<file path="config.mk">
export PLATFORM = sky130hd
export DESIGN_NAME = timer_counter_control_core
export DESIGN_NICKNAME = d
export VERILOG_FILES = /design/src/timer_counter_control_core.v
export VERILOG_INCLUDE_DIRS = /design/src
export SDC_FILE = /design/constraint.sdc
export NUM_CORES = 1
export LEC_CHECK = 0
export BUFFER_PORTS_ARGS = -buffer_cell sky130_fd_sc_hd__buf_2
export CORE_MARGIN = 4
export CORE_UTILIZATION = 55
export CTS_BUF_LIST = sky130_fd_sc_hd__clkbuf_4 sky130_fd_sc_hd__clkbuf_8
export DETAILED_ROUTE_END_ITERATION = 8
export PLACE_DENSITY = 0.79
export SETUP_SLACK_MARGIN = 0.2
export SKIP_LAST_GASP = 1
export SLEW_MARGIN = 20
export SYNTH_ARGS = -nofsm -noshare
export SYNTH_HDL_FRONTEND = slang
export SYNTH_SLANG_ARGS = --single-unit
</file>
<file path="constraint.sdc">
create_clock -name pclk -period 2.3 [get_ports pclk]
set_clock_uncertainty 0.1 [all_clocks]
set_input_delay 0.46 -clock pclk [delete_from_list [all_inputs] [get_ports pclk]]
set_output_delay 0.46 -clock pclk [all_outputs]
set_load 0.01 [all_outputs]
</file>
<file path="src/timer_counter_map.vh">
/*
 * Register offsets, field positions and reset values of the timer core.
 * Assumes a 32-bit APB bus with one aligned word per register.
 */
`ifndef TIMER_COUNTER_MAP_VH
`define TIMER_COUNTER_MAP_VH

// Byte offsets (paddr[7:0])
`define OFS_FUNC_SEL 8'h00
`define OFS_FORCE 8'h04
`define OFS_OVR_MASK 8'h08
`define OFS_OVR_DATA 8'h0C
`define OFS_COUNT 8'h10
`define OFS_SYS_CTRL1 8'h14
`define OFS_TOG_OVF 8'h18
`define OFS_SYS_CTRL2 8'h1C
`define OFS_FLAGS 8'h20
`define OFS_CH0 8'h24
`define OFS_CH1 8'h28
`define OFS_CH2 8'h2C
`define OFS_CH3 8'h30
`define OFS_ACC_COUNT 8'h38
`define OFS_IRQ_MASK 8'h40
`define OFS_PORT_DATA 8'h44

// Field positions
`define BIT_GLOBAL_EN 7
`define BIT_FAST_CLR 4
`define BIT_CNT_RST_CH3 3
`define BIT_FLG_OVF 4
`define BIT_FLG_ACC_OVF 5
`define BIT_FLG_ACC_IN 6

// Reset values and limits
`define RST_BYTE 8'h00
`define RST_WORD 16'h0000
`define CNT_ALL_ONES 16'hFFFF

`endif
</file>
<file path="src/timer_counter_control_core.v">
/*
 * Four-channel 16-bit timer core: free-running counter, prescaler,
 * compare and capture per channel, channel 3 override, toggle on
 * overflow, fast flag clearing, a simple pulse accumulator, and an
 * APB slave with a masked level interrupt.
 * Assumes pin inputs and test_mode are synchronous to pclk.
 */
`timescale 1ns/1ps
`include "timer_counter_map.vh"

module timer_counter_control_core (
   input wire pclk,
   input wire presetn,
   input wire psel,
   input wire penable,
   input wire pwrite,
   input wire [31:0] paddr,
   input wire [31:0] pwdata,
   output reg [31:0] prdata,
   output reg pready,
   output reg pslverr,
   input wire test_mode,
   input wire [3:0] timer_pin_in,
   output reg [3:0] timer_pin_out,
   output reg [3:0] timer_pin_oe,
   output reg irq
);

   // Register layout, byte offsets on paddr[7:0], data in the low bits:
   //   00 function select, one bit per channel, 1 = output compare
   //   04 force strobe, acts one cycle after the write, reads 0
   //   08 override mask, pins that follow a channel 3 compare
   //   0C override data, levels those pins take
   //   10 counter, written only in test mode
   //   14 control one, bit 7 global enable, bit 4 fast clear
   //   18 toggle-on-overflow enables
   //   1C control two, bit 3 reset on ch3, bits 2:0 prescale exponent
   //   20 flags: 3:0 channels, 4 overflow, 5 and 6 accumulator
   //   24 to 30 channel compare or capture values
   //   38 accumulator counter
   //   40 interrupt mask, same layout as the flags
   //   44 port data, compare actions override a write in one cycle
   //   Any other offset answers with pslverr and changes nothing

   // Bus timing: pready rises in the cycle after setup, so every
   // transfer takes exactly one access cycle; read data is sampled
   // at the setup edge and stands with pready for one cycle.
   // Writes and fast-clear side effects act at the completion edge.

   // Counting: one tick every 2^n bus cycles, n from control two;
   // compares look at the count before it steps, so a match flags at
   // the tick where the counter leaves the compare value.
   // Limitation: a counter write restarts the prescaler, so the first
   // count after it may be one prescale period late.

   // Pin priority on an output-compare channel, highest first:
   //   channel 3 compare with its mask bit set: take the override data
   //   counter wrap from all ones with the toggle bit set, a ch3 reset there included: invert the pin
   //   own compare or a force strobe: invert the pin once
   // Pins show the result one clock after the event, from flip-flops.

   // Flags are sticky; a new event in the same cycle as a clear wins,
   // so no event is lost to software that clears late.
   // Fast clear trades the write-one clear for side effects of normal
   // reads and writes; while it is on, flag writes are ignored.

   // Accumulator: counts rising edges on pin 3 while the timer runs
   // and channel 3 is an input; sets its input flag on every edge and
   // its overflow flag at the wrap from all ones.

   // Interrupt: registered OR of the masked next flags, so it follows the
   // flags in the same clock and drops in the same clock as the clear.

   // Next pin value of one channel, highest priority first
   function next_pin;
      input cur;
      input ovr_hit;
      input ovr_val;
      input tog_ovf;
      input cmp_or_force;
      begin
         if (ovr_hit) begin
            next_pin = ovr_val;
         end else if (tog_ovf) begin
            next_pin = ~cur;
         end else if (cmp_or_force) begin
            next_pin = ~cur;
         end else begin
            next_pin = cur;
         end
      end
   endfunction

   // Byte offset of channel register n; channels sit four bytes apart
   function [7:0] ch_ofs;
      input [1:0] n;
      begin
         ch_ofs = `OFS_CH0 + {4'h0, n, 2'b00};
      end
   endfunction

   reg [3:0] func_sel_q;
   reg [3:0] ovr_mask_q;
   reg [3:0] ovr_data_q;
   reg [7:0] sys_ctrl1_q;
   reg [3:0] tog_ovf_q;
   reg [7:0] sys_ctrl2_q;
   reg [6:0] flags_q;
   reg [6:0] flags_d;
   reg [6:0] irq_mask_q;
   reg [15:0] count_q;
   reg [15:0] count_d;
   reg [15:0] ch_q [0:3];
   reg [15:0] acc_q;
   reg [6:0] presc_q;
   reg [3:0] pin_in_q;
   reg [3:0] port_q;
   reg [3:0] port_d;
   reg [3:0] force_q;

   wire setup = psel & ~penable;
   wire done = psel & penable & pready;
   wire wr = done & pwrite;
   wire rd = done & ~pwrite;
   wire [7:0] ofs = paddr[7:0];

   // Write strobes, one per writable register but the counter and channels, valid at completion
   wire wr_func_sel = wr & (ofs == `OFS_FUNC_SEL);
   wire wr_force = wr & (ofs == `OFS_FORCE);
   wire wr_ovr_mask = wr & (ofs == `OFS_OVR_MASK);
   wire wr_ovr_data = wr & (ofs == `OFS_OVR_DATA);
   wire wr_sys_ctrl1 = wr & (ofs == `OFS_SYS_CTRL1);
   wire wr_tog_ovf = wr & (ofs == `OFS_TOG_OVF);
   wire wr_sys_ctrl2 = wr & (ofs == `OFS_SYS_CTRL2);
   wire wr_flags = wr & (ofs == `OFS_FLAGS);
   wire wr_acc = wr & (ofs == `OFS_ACC_COUNT);
   wire wr_irq_mask = wr & (ofs == `OFS_IRQ_MASK);
   wire wr_port = wr & (ofs == `OFS_PORT_DATA);

   wire enabled = sys_ctrl1_q[`BIT_GLOBAL_EN];
   wire fast_clr = sys_ctrl1_q[`BIT_FAST_CLR];
   wire cnt_rst_ch3 = sys_ctrl2_q[`BIT_CNT_RST_CH3];
   wire [6:0] presc_mask = (7'h01 << sys_ctrl2_q[2:0]) - 7'h01;
   // Tick every 2^n bus cycles; held off entirely while disabled
   wire tick = enabled & (presc_q == presc_mask);
   wire cnt_access = done & (ofs == `OFS_COUNT);
   wire acc_access = done & (ofs == `OFS_ACC_COUNT);
   wire cnt_wr = wr & (ofs == `OFS_COUNT) & test_mode;
   wire wrap = tick & (count_q == `CNT_ALL_ONES);
   wire ch3_reset = tick & cnt_rst_ch3 & (count_q == ch_q[3]);
   // A ch3 reset from 0xFFFF is not an overflow
   wire ovf_evt = wrap & ~(cnt_rst_ch3 & (ch_q[3] == `CNT_ALL_ONES));
   wire [3:0] rise = timer_pin_in & ~pin_in_q;
   wire acc_evt = enabled & rise[3] & ~func_sel_q[3];
   wire acc_wrap = acc_evt & (acc_q == `CNT_ALL_ONES);

   reg [3:0] cmp_hit;
   reg [3:0] cap_hit;
   reg [3:0] fc_ch;
   integer i;
   integer j;
   integer k;

   // Per-channel compare, capture and fast-clear decode
   always @* begin
      for (i = 0; i < 4; i = i + 1) begin
         cmp_hit[i] = tick & func_sel_q[i] & (count_q == ch_q[i]);
         cap_hit[i] = enabled & ~func_sel_q[i] & rise[i];
         fc_ch[i] = fast_clr & (ofs == ch_ofs(i[1:0])) &
            ((rd & ~func_sel_q[i]) | (wr & func_sel_q[i]));
      end
   end

   // Counter next value
   always @* begin
      count_d = count_q;
      if (cnt_wr) begin
         count_d = pwdata[15:0];
      end else if (ch3_reset) begin
         count_d = `RST_WORD;
      end else if (tick) begin
         count_d = count_q + 16'h0001;
      end
   end

   // Flags: fast-clear or write-one clear, but a new event always wins
   always @* begin
      flags_d = flags_q;
      if (wr_flags & ~fast_clr) begin
         flags_d = flags_q & ~pwdata[6:0];
      end
      flags_d[3:0] = flags_d[3:0] & ~fc_ch;
      if (fast_clr & cnt_access) begin
         flags_d[`BIT_FLG_OVF] = 1'b0;
      end
      if (fast_clr & acc_access) begin
         flags_d[`BIT_FLG_ACC_OVF] = 1'b0;
         flags_d[`BIT_FLG_ACC_IN] = 1'b0;
      end
      flags_d[3:0] = flags_d[3:0] | cmp_hit | cap_hit;
      if (ovf_evt) begin
         flags_d[`BIT_FLG_OVF] = 1'b1;
      end
      if (acc_wrap) begin
         flags_d[`BIT_FLG_ACC_OVF] = 1'b1;
      end
      if (acc_evt) begin
         flags_d[`BIT_FLG_ACC_IN] = 1'b1;
      end
   end

   // Port data: software write first, then compare actions override it
   always @* begin
      port_d = port_q;
      if (wr_port) begin
         port_d = pwdata[3:0];
      end
      for (j = 0; j < 4; j = j + 1) begin
         if (func_sel_q[j]) begin
            port_d[j] = next_pin(port_d[j],
               cmp_hit[3] & ovr_mask_q[j],
               ovr_data_q[j],
               wrap & tog_ovf_q[j],
               cmp_hit[j] | force_q[j]);
         end
      end
   end

   // Prescaler, restarted by a counter write so it never splits a count
   always @(posedge pclk or negedge presetn) begin
      if (!presetn) begin
         presc_q <= 7'h00;
      end else if (cnt_wr | ~enabled | tick) begin
         presc_q <= 7'h00;
      end else begin
         presc_q <= presc_q + 7'h01;
      end
   end

   // Timer state
   always @(posedge pclk or negedge presetn) begin
      if (!presetn) begin
         count_q <= `RST_WORD;
         flags_q <= 7'h00;
         port_q <= 4'h0;
         pin_in_q <= 4'h0;
         acc_q <= `RST_WORD;
         for (k = 0; k < 4; k = k + 1) begin
            ch_q[k] <= `RST_WORD;
         end
      end else begin
         count_q <= count_d;
         flags_q <= flags_d;
         port_q <= port_d;
         pin_in_q <= timer_pin_in;
         if (wr_acc) begin
            acc_q <= pwdata[15:0];
         end else if (acc_evt) begin
            acc_q <= acc_q + 16'h0001;
         end
         for (k = 0; k < 4; k = k + 1) begin
            if (cap_hit[k]) begin
               ch_q[k] <= count_q; // Capture wins over a write
            end else if (wr & (ofs == ch_ofs(k[1:0]))) begin
               ch_q[k] <= pwdata[15:0];
            end
         end
      end
   end

   // Configuration registers, writable whether or not the timer runs
   always @(posedge pclk or negedge presetn) begin
      if (!presetn) begin
         func_sel_q <= 4'h0;
         ovr_mask_q <= 4'h0;
         ovr_data_q <= 4'h0;
         sys_ctrl1_q <= `RST_BYTE;
         tog_ovf_q <= 4'h0;
         sys_ctrl2_q <= `RST_BYTE;
         irq_mask_q <= 7'h00;
         force_q <= 4'h0;
      end else begin
         // Force is a one-cycle strobe, never stored
         force_q <= wr_force ? pwdata[3:0] : 4'h0;
         if (wr_func_sel) begin
            func_sel_q <= pwdata[3:0];
         end
         if (wr_ovr_mask) begin
            ovr_mask_q <= pwdata[3:0];
         end
         if (wr_ovr_data) begin
            ovr_data_q <= pwdata[3:0];
         end
         if (wr_sys_ctrl1) begin
            sys_ctrl1_q <= pwdata[7:0] & 8'h90;
         end
         if (wr_tog_ovf) begin
            tog_ovf_q <= pwdata[3:0];
         end
         if (wr_sys_ctrl2) begin
            sys_ctrl2_q <= pwdata[7:0] & 8'h0F;
         end
         if (wr_irq_mask) begin
            irq_mask_q <= pwdata[6:0];
         end
      end
   end

   // APB: no wait state; read data and error decoded in the setup cycle
   always @(posedge pclk or negedge presetn) begin
      if (!presetn) begin
         prdata <= 32'h0000_0000;
         pready <= 1'b0;
         pslverr <= 1'b0;
      end else begin
         pready <= setup;
         pslverr <= 1'b0;
         if (setup) begin
            prdata <= 32'h0000_0000;
            case (ofs)
               `OFS_FUNC_SEL: prdata[3:0] <= func_sel_q;
               `OFS_FORCE: prdata[3:0] <= 4'h0;
               `OFS_OVR_MASK: prdata[3:0] <= ovr_mask_q;
               `OFS_OVR_DATA: prdata[3:0] <= ovr_data_q;
               `OFS_COUNT: prdata[15:0] <= count_q;
               `OFS_SYS_CTRL1: prdata[7:0] <= sys_ctrl1_q;
               `OFS_TOG_OVF: prdata[3:0] <= tog_ovf_q;
               `OFS_SYS_CTRL2: prdata[7:0] <= sys_ctrl2_q;
               `OFS_FLAGS: prdata[6:0] <= flags_q;
               `OFS_CH0: prdata[15:0] <= ch_q[0];
               `OFS_CH1: prdata[15:0] <= ch_q[1];
               `OFS_CH2: prdata[15:0] <= ch_q[2];
               `OFS_CH3: prdata[15:0] <= ch_q[3];
               `OFS_ACC_COUNT: prdata[15:0] <= acc_q;
               `OFS_IRQ_MASK: prdata[6:0] <= irq_mask_q;
               `OFS_PORT_DATA: prdata[3:0] <= port_q;
               default: pslverr <= 1'b1; // Unmapped: error, no effect
            endcase
         end
      end
   end

   // Pins and interrupt, all registered
   always @(posedge pclk or negedge presetn) begin
      if (!presetn) begin
         timer_pin_out <= 4'h0;
         timer_pin_oe <= 4'h0;
         irq <= 1'b0;
      end else begin
         timer_pin_out <= port_d;
         timer_pin_oe <= func_sel_q;
         irq <= |(flags_d & irq_mask_q);
      end
   end

endmodule // timer_counter_control_core

</file>
==> results of run 1 <==
==> synth_stat cells (2+ instances only) <==
master | n | area [um2]
xor2_1 | 18 | 158
o31a_1 | 4 | 35.0
nand2b_1 | 3 | 18.8
and4_1 | 4 | 35.0
mux2i_1 | 68 | 681
a22o_1 | 6 | 52.6
nand2_1 | 116 | 435
or3_1 | 8 | 50.1
buf_2 | 4 | 20.0
a222oi_1 | 8 | 80.1
buf_4 | 16 | 120
a21oi_1 | 38 | 190
nand3b_1 | 4 | 30.0
and3_1 | 13 | 81.3
a41o_1 | 2 | 20.0
nor4_4 | 2 | 42.5
nor4_1 | 11 | 68.8
nor2_1 | 73 | 274
nand4_1 | 30 | 188
and2_1 | 7 | 43.8
or4b_1 | 4 | 40.0
nand4b_1 | 2 | 17.5
nor3_1 | 10 | 50.1
a21o_1 | 2 | 15.0
a41oi_1 | 13 | 114
xnor2_1 | 71 | 622
o211a_1 | 2 | 20.0
clkbuf_1 | 74 | 278
a22oi_1 | 45 | 338
inv_1 | 20 | 75.1
ha_1 | 3 | 37.5
dfrtp_1 | 174 | 4350
o21ai_0 | 91 | 455
buf_1 | 9 | 33.8
nor2b_1 | 7 | 43.8
or4_1 | 2 | 15.0
nor4b_1 | 4 | 35.0
nand3_1 | 34 | 170
a221oi_1 | 10 | 87.6
a31oi_1 | 18 | 113
mux2_2 | 32 | 360
o2111ai_1 | 2 | 17.5
==> power by group <==
group	internal, W	switching [W]
Sequential	0.00317	0.000139
Combinational	0.000610	0.000739
Clock	0.00149	0.00122
==> worst max-delay path: stages (launching register included) <==
cell and delay, ns:
dfrtp_2 0.49, buf_4 0.18, xnor2_2 0.17, nand4_1 0.18
nor4_2 0.32, buf_4 0.19, nand3_4 0.12, o221ai_4 0.24
mux2i_1 0.28, o211a_1 0.18
==> registers in the layout, indices dropped and copies added (netlist names) <==
register	count
ch_q	64
acc_q	16
count_q	16
prdata	16
flags_q	7
irq_mask_q	7
presc_q	7
force_q	4
func_sel_q	4
ovr_data_q	4
ovr_mask_q	4
pin_in_q	4
sys_ctrl2_q	4
timer_pin_oe	4
timer_pin_out	4
tog_ovf_q	4
sys_ctrl1_q	2
irq	1
pready	1
pslverr	1
==> stage by stage <==
step	instance area, um2	hold slack [ns]	setup WS [ns]	util [%]	setup TNS, ns
6_report	13200	0.0170	-0.201	73.2	-0.900
5_1_grt	13200	0.00785	-0.228	73.2	-2.29
3_3_place_gp	12000	0.281	-0.360	66.7	-22.27
2_1_floorplan	10300	0.0644	-0.235	-	-1.71
4_1_cts	12800	0.00110	-0.0493	71.2	-0.383
3_5_place_dp	12000	0.285	-0.383	66.7	-25.34
==> worst min path at each step <==
stage	endpoint	start	slack [ns]
6_report	pin_in_q[3]$_DFF_PN0_	timer_pin_in[3]	0.02
5_1_grt	pin_in_q[3]$_DFF_PN0_	timer_pin_in[3]	0.008
3_5_place_dp	acc_q[9]$_DFFE_PN0P_	presetn	0.29
2_1_floorplan	acc_q[0]$_DFFE_PN0P_	presetn	0.06
3_3_place_gp	acc_q[9]$_DFFE_PN0P_	presetn	0.28
4_1_cts	pin_in_q[3]$_DFF_PN0_	timer_pin_in[3]	0.001
==> cells by family (layout without fill, tap and decap cells) <==
kind of cell               after synthesis  after routing  synth area share, %
DFF                                    174            174                 43.3
and+or+nand+nor                        341            341                 17.0
other                                    1             16               0.0373
xor gates and xnor gates                89             89                 7.75
muxes                                  101            101                 10.5
adders and majority gates                3              3                0.373
buffers and inverters                  123            319                 5.24
AOI/OAI and AO/OA                      246            246                 15.8
==> layout make-up <==
class,instances,area (um2)
inverter,20,75.1
tap,229,287
timing repair buffer,267,2200
sequential,174,4370
multi-input combinational,796,5720
fill,1188,4810
clock buffer,19,262
clock inverter,13,244
==> per-layer routing <==
metal  global-route usage, %  vias to the layer above  share of wire, %
met4                    12.0                        0               3.8
met1                    50.3                     4833                39
met5                       0                        -                 0
met3                    9.18                      122                13
li1                        -                     4269                 -
met2                    51.6                      725                44
==> what timing repair did <==
action                                  CTS  global route
buffers inserted                          6            15
hold buffers                              4             0
endpoints found under the setup margin   34            63
resized for setup                        57            47
pin swaps                                24            29
endpoints found under the hold margin    32             0
==> results.yml, run 1 <==
die:
  fp.dieH_um: 143
  die_w_um: 143
  core_um2: 18000
  row_count: 49
  initial_utilization_pct: 56.0
  die_area_um2: 20500
  pin_count: 117
finish:
  layoutNonFillerInstCount: 1518
  final_common_cell: "buf_4"
  antenna_cells: 0
  drive_above_1_share_pct: 32.5
  nets: 1353
  area_delta_synth_final_pct: 30.8
  mostFrequentLayoutCells: "buf_4, dfrtp_1, nand2_1"
worst_setup_path:
  reg2reg_depth: 9
  start_kind: "flip-flop"
  required_ns: 2.62
  r2r-start: "count_q[10]$_DFFE_PN0P_"
  r2r-end: "timer_pin_out[2]$_DFF_PN0_"
  end_kind: "flip-flop"
  r2r_slack_ns: -0.20
  crit_arrival_ns: 2.83
  critPathMaxFanout: 4
  cp-endpoint: "timer_pin_out[2]$_DFF_PN0_"
  critPathLaunch: "count_q[10]$_DFFE_PN0P_"
  critPathKind: "flip-flop to flip-flop"
route:
  drtAntennaViolNets: 0
  wl_per_cell_um: 24.0
  drt_wl_total_um: 36500
  via_per_inst: 6.55
  firstDrtPassIters: 7
  route.vias.total: 9949
  drt_iter0_drc: 1531
  drc: 0
synthesis:
  synth-edff-count: 0
  synthCells: 1078
  synth.avg_cell_area_um2: 9.33
  ys_warn_count: 0
  ys_types: 56
  async_reset_ff_share_pct: 100
  synth_ff_type: "dfrtp_1"
  syn_area_um2: 10100
  synth_seq_cells: 174
  ys_seq_area_share_pct: 43.3
cts:
  clkTransAtPathRegs_ns: 0.09
  clock_path_buffers: 2
  numCtsBuffers: 17
  cts_sinks: 174
  htree_levels: 4
  cts-root-buf: "clkbuf_8"
  clk_latency_ns: 0.49
  cts_tree: "built"
power:
  cellPowerDensity_nw_per_um2: 560
  vdd_ir_drop_max_uv: 529
  finalPower_w: 0.00737
  p_leak_nw: 5.86
grt:
  overflow: 0
  grt_pass1_wl_um: 54400
  grt_pass1_vias: 9263
  antenna_found_initial: 0
  grt_max_degree: 41
  track_usage_pct: 35.0
timing:
  setup_viol: 16
  rsz0062_at_grt: "true"
  fin_ws_ns: -0.201
  hold_viol: 0
  slew_headroom_pct: 61.8
  clock.fmax_mhz: 400
  period_minus_slack_ns: 2.50
  tightest_slew_ns: 0.573
  fin_crit_sh_pct: 109
  slew_viol_final: 0
placement:
  hpwl_um: 25800
  gp_congestion: 0.965
  io_buffers: 60
  dp_cells: 1461
worst_hold_path:
  min_path_type: "input pin to flip-flop"
  whs_path_depth: 1
job:
  cap_violations: 0
outcome:
  failed_checks: "setup timing"
  outcome: "complete, but fails checks"
No activity file was read; power rests on OpenSTA's default activity.
==> run 2: changes to the inputs <==
Settings changed: RECOVER_POWER set to 100.
==> run 2 against run 1 <==
- the run still ends with setup timing left
- clock power about the same
- fmax decreased by 0.86%
- sequential share of layout area increased by 0.59 points
- routed wire length about the same
- sequential power about the same
- via count decreased by 0.13%
- die area unchanged
==> results.yml, run 2 (synthesis results as in run 1) <==
finish:
  final_common_cell: "dfrtp_1"
  antenna_cells: 0
  largest_register: "ch_q"
  fillers: 1251
  area_delta_synth_final_pct: 28.5
  drive_above_1_share_pct: 28.5
  regArea_um2: 4370
  multiInputGateArea_um2: 5680
  utilization_pct: 72.0
  largest_reg_flops: 64
  nets: 1353
  mostFrequentLayoutCells: "dfrtp_1, buf_4, nand2_1"
cts:
  clock_path_buffers: 2
  cts_sinks: 174
  clkTransAtPathRegs_ns: 0.10
  htree_levels: 4
  cts_tree: "built"
  cts-root-buf: "clkbuf_8"
  clk_latency_ns: 0.49
  numCtsBuffers: 17
route:
  route.vias.total: 9936
  drt_wl_total_um: 36500
  drt_iter0_drc: 1506
  wl_per_cell_um: 24.1
  firstDrtPassIters: 6
  via_per_inst: 6.55
  drtAntennaViolNets: 0
  drc: 0
worst_setup_path:
  required_ns: 2.63
  r2r_slack_ns: -0.22
  critPathKind: "flip-flop to flip-flop"
  start_kind: "flip-flop"
  crit_arrival_ns: 2.85
  end_kind: "flip-flop"
  critPathMaxFanout: 6
outcome:
  outcome: "complete, but fails checks"
  failed_checks: "setup timing"
job:
  cap_violations: 0
power:
  cellPowerDensity_nw_per_um2: 568
  finalPower_w: 0.00735
  p_leak_nw: 5.64
  vdd_ir_drop_max_uv: 528
timing:
  setup_tns_ns: -1.37
  slew_headroom_pct: 38.5
  hold_slack_ns: 0.0299
  tightest_slew_ns: 0.922
  fin_ws_ns: -0.223
  setup_viol: 24
  hold_viol: 0
  slew_viol_final: 0
  rsz0062_at_grt: "true"
  period_minus_slack_ns: 2.52
  fin_crit_sh_pct: 110
  clock.fmax_mhz: 396
die:
  core_um2: 18000
  pin_count: 117
  die_w_um: 143
  die_area_um2: 20500
  row_count: 49
  initial_utilization_pct: 56.0
  fp.dieH_um: 143
grt:
  grt_pass1_vias: 9263
  grt_pass1_wl_um: 54400
  antenna_found_initial: 0
  overflow: 0
  grt_max_degree: 41
  track_usage_pct: 35.0
worst_hold_path:
  min_path_type: "input pin to flip-flop"
placement:
  io_buffers: 60
  hpwl_um: 25800
  gp_congestion: 0.965
run 2: routing by layer:
metal,vias to the layer above,track usage [%],share of wire (%)
li1,4264,-,-
met1,4828,50.3,39
met2,719,51.6,44
met3,125,9.18,13
met4,0,12.0,3.8
met5,-,0,0
run 2: timing repair:
item | CTS | global route
setup buffers | 6 | 15
endpoints found under the setup margin | 34 | 63
gates resized for setup | 57 | 47
pin swaps | 24 | 29
hold endpoints to repair | 32 | 0
hold buffers | 4 | 0
run 2: worst paths after layout:
kind | endpoint | cells after the start | start
worst max register to register | timer_pin_out[2]$_DFF_PN0_ | 9 | count_q[0]$_DFFE_PN0P_
max in group asynchronous | ch_q[17]$_DFFE_PN0P_ | 3 | presetn
min in group asynchronous | acc_q[9]$_DFFE_PN0P_ | 2 | presetn
worst max-delay path | timer_pin_out[2]$_DFF_PN0_ | 9 | count_q[0]$_DFFE_PN0P_
worst min-delay path | pin_in_q[3]$_DFF_PN0_ | 1 | timer_pin_in[3]
worst min register to register | prdata[0]$_DFFE_PN0P_ | 2 | prdata[0]$_DFFE_PN0P_
run 2: final cells by class:
type	count	area share, %
multi-input cells	796	43.9
clock inverters	13	1.89
flip-flops and latches	174	33.8
inverters	20	0.581
repair buffers	267	15.6
well taps	229	2.22
clock buffers	19	2.02
run 2: through the flow:
| step | instance area, um2 | instances | setup WS, ns |
|---|---|---|---|
| 6_report | 12900 | 1518 | -0.223 |
| 3_3_place_gp | 12000 | 1461 | -0.360 |
| 5_1_grt | 12900 | 1518 | -0.227 |
| 4_1_cts | 12800 | 1503 | -0.0493 |
| 3_5_place_dp | 12000 | 1461 | -0.383 |
| 2_1_floorplan | 10300 | 1093 | -0.235 |
run 2: critical path, cell delays in order, from the launching register on:
cell and delay [ns]:
dfrtp_2 0.49, buf_4 0.20, xnor2_2 0.15, nand4_1 0.18, nor4_2 0.34, buf_4 0.19, nand3_4 0.12, o221ai_4 0.23
mux2i_1 0.28, o211a_1 0.18
run 2: power by group:
group	internal [W]	switching, W
combinational	0.000590	0.000735
sequential	0.00317	0.000139
clock	0.00149	0.00123
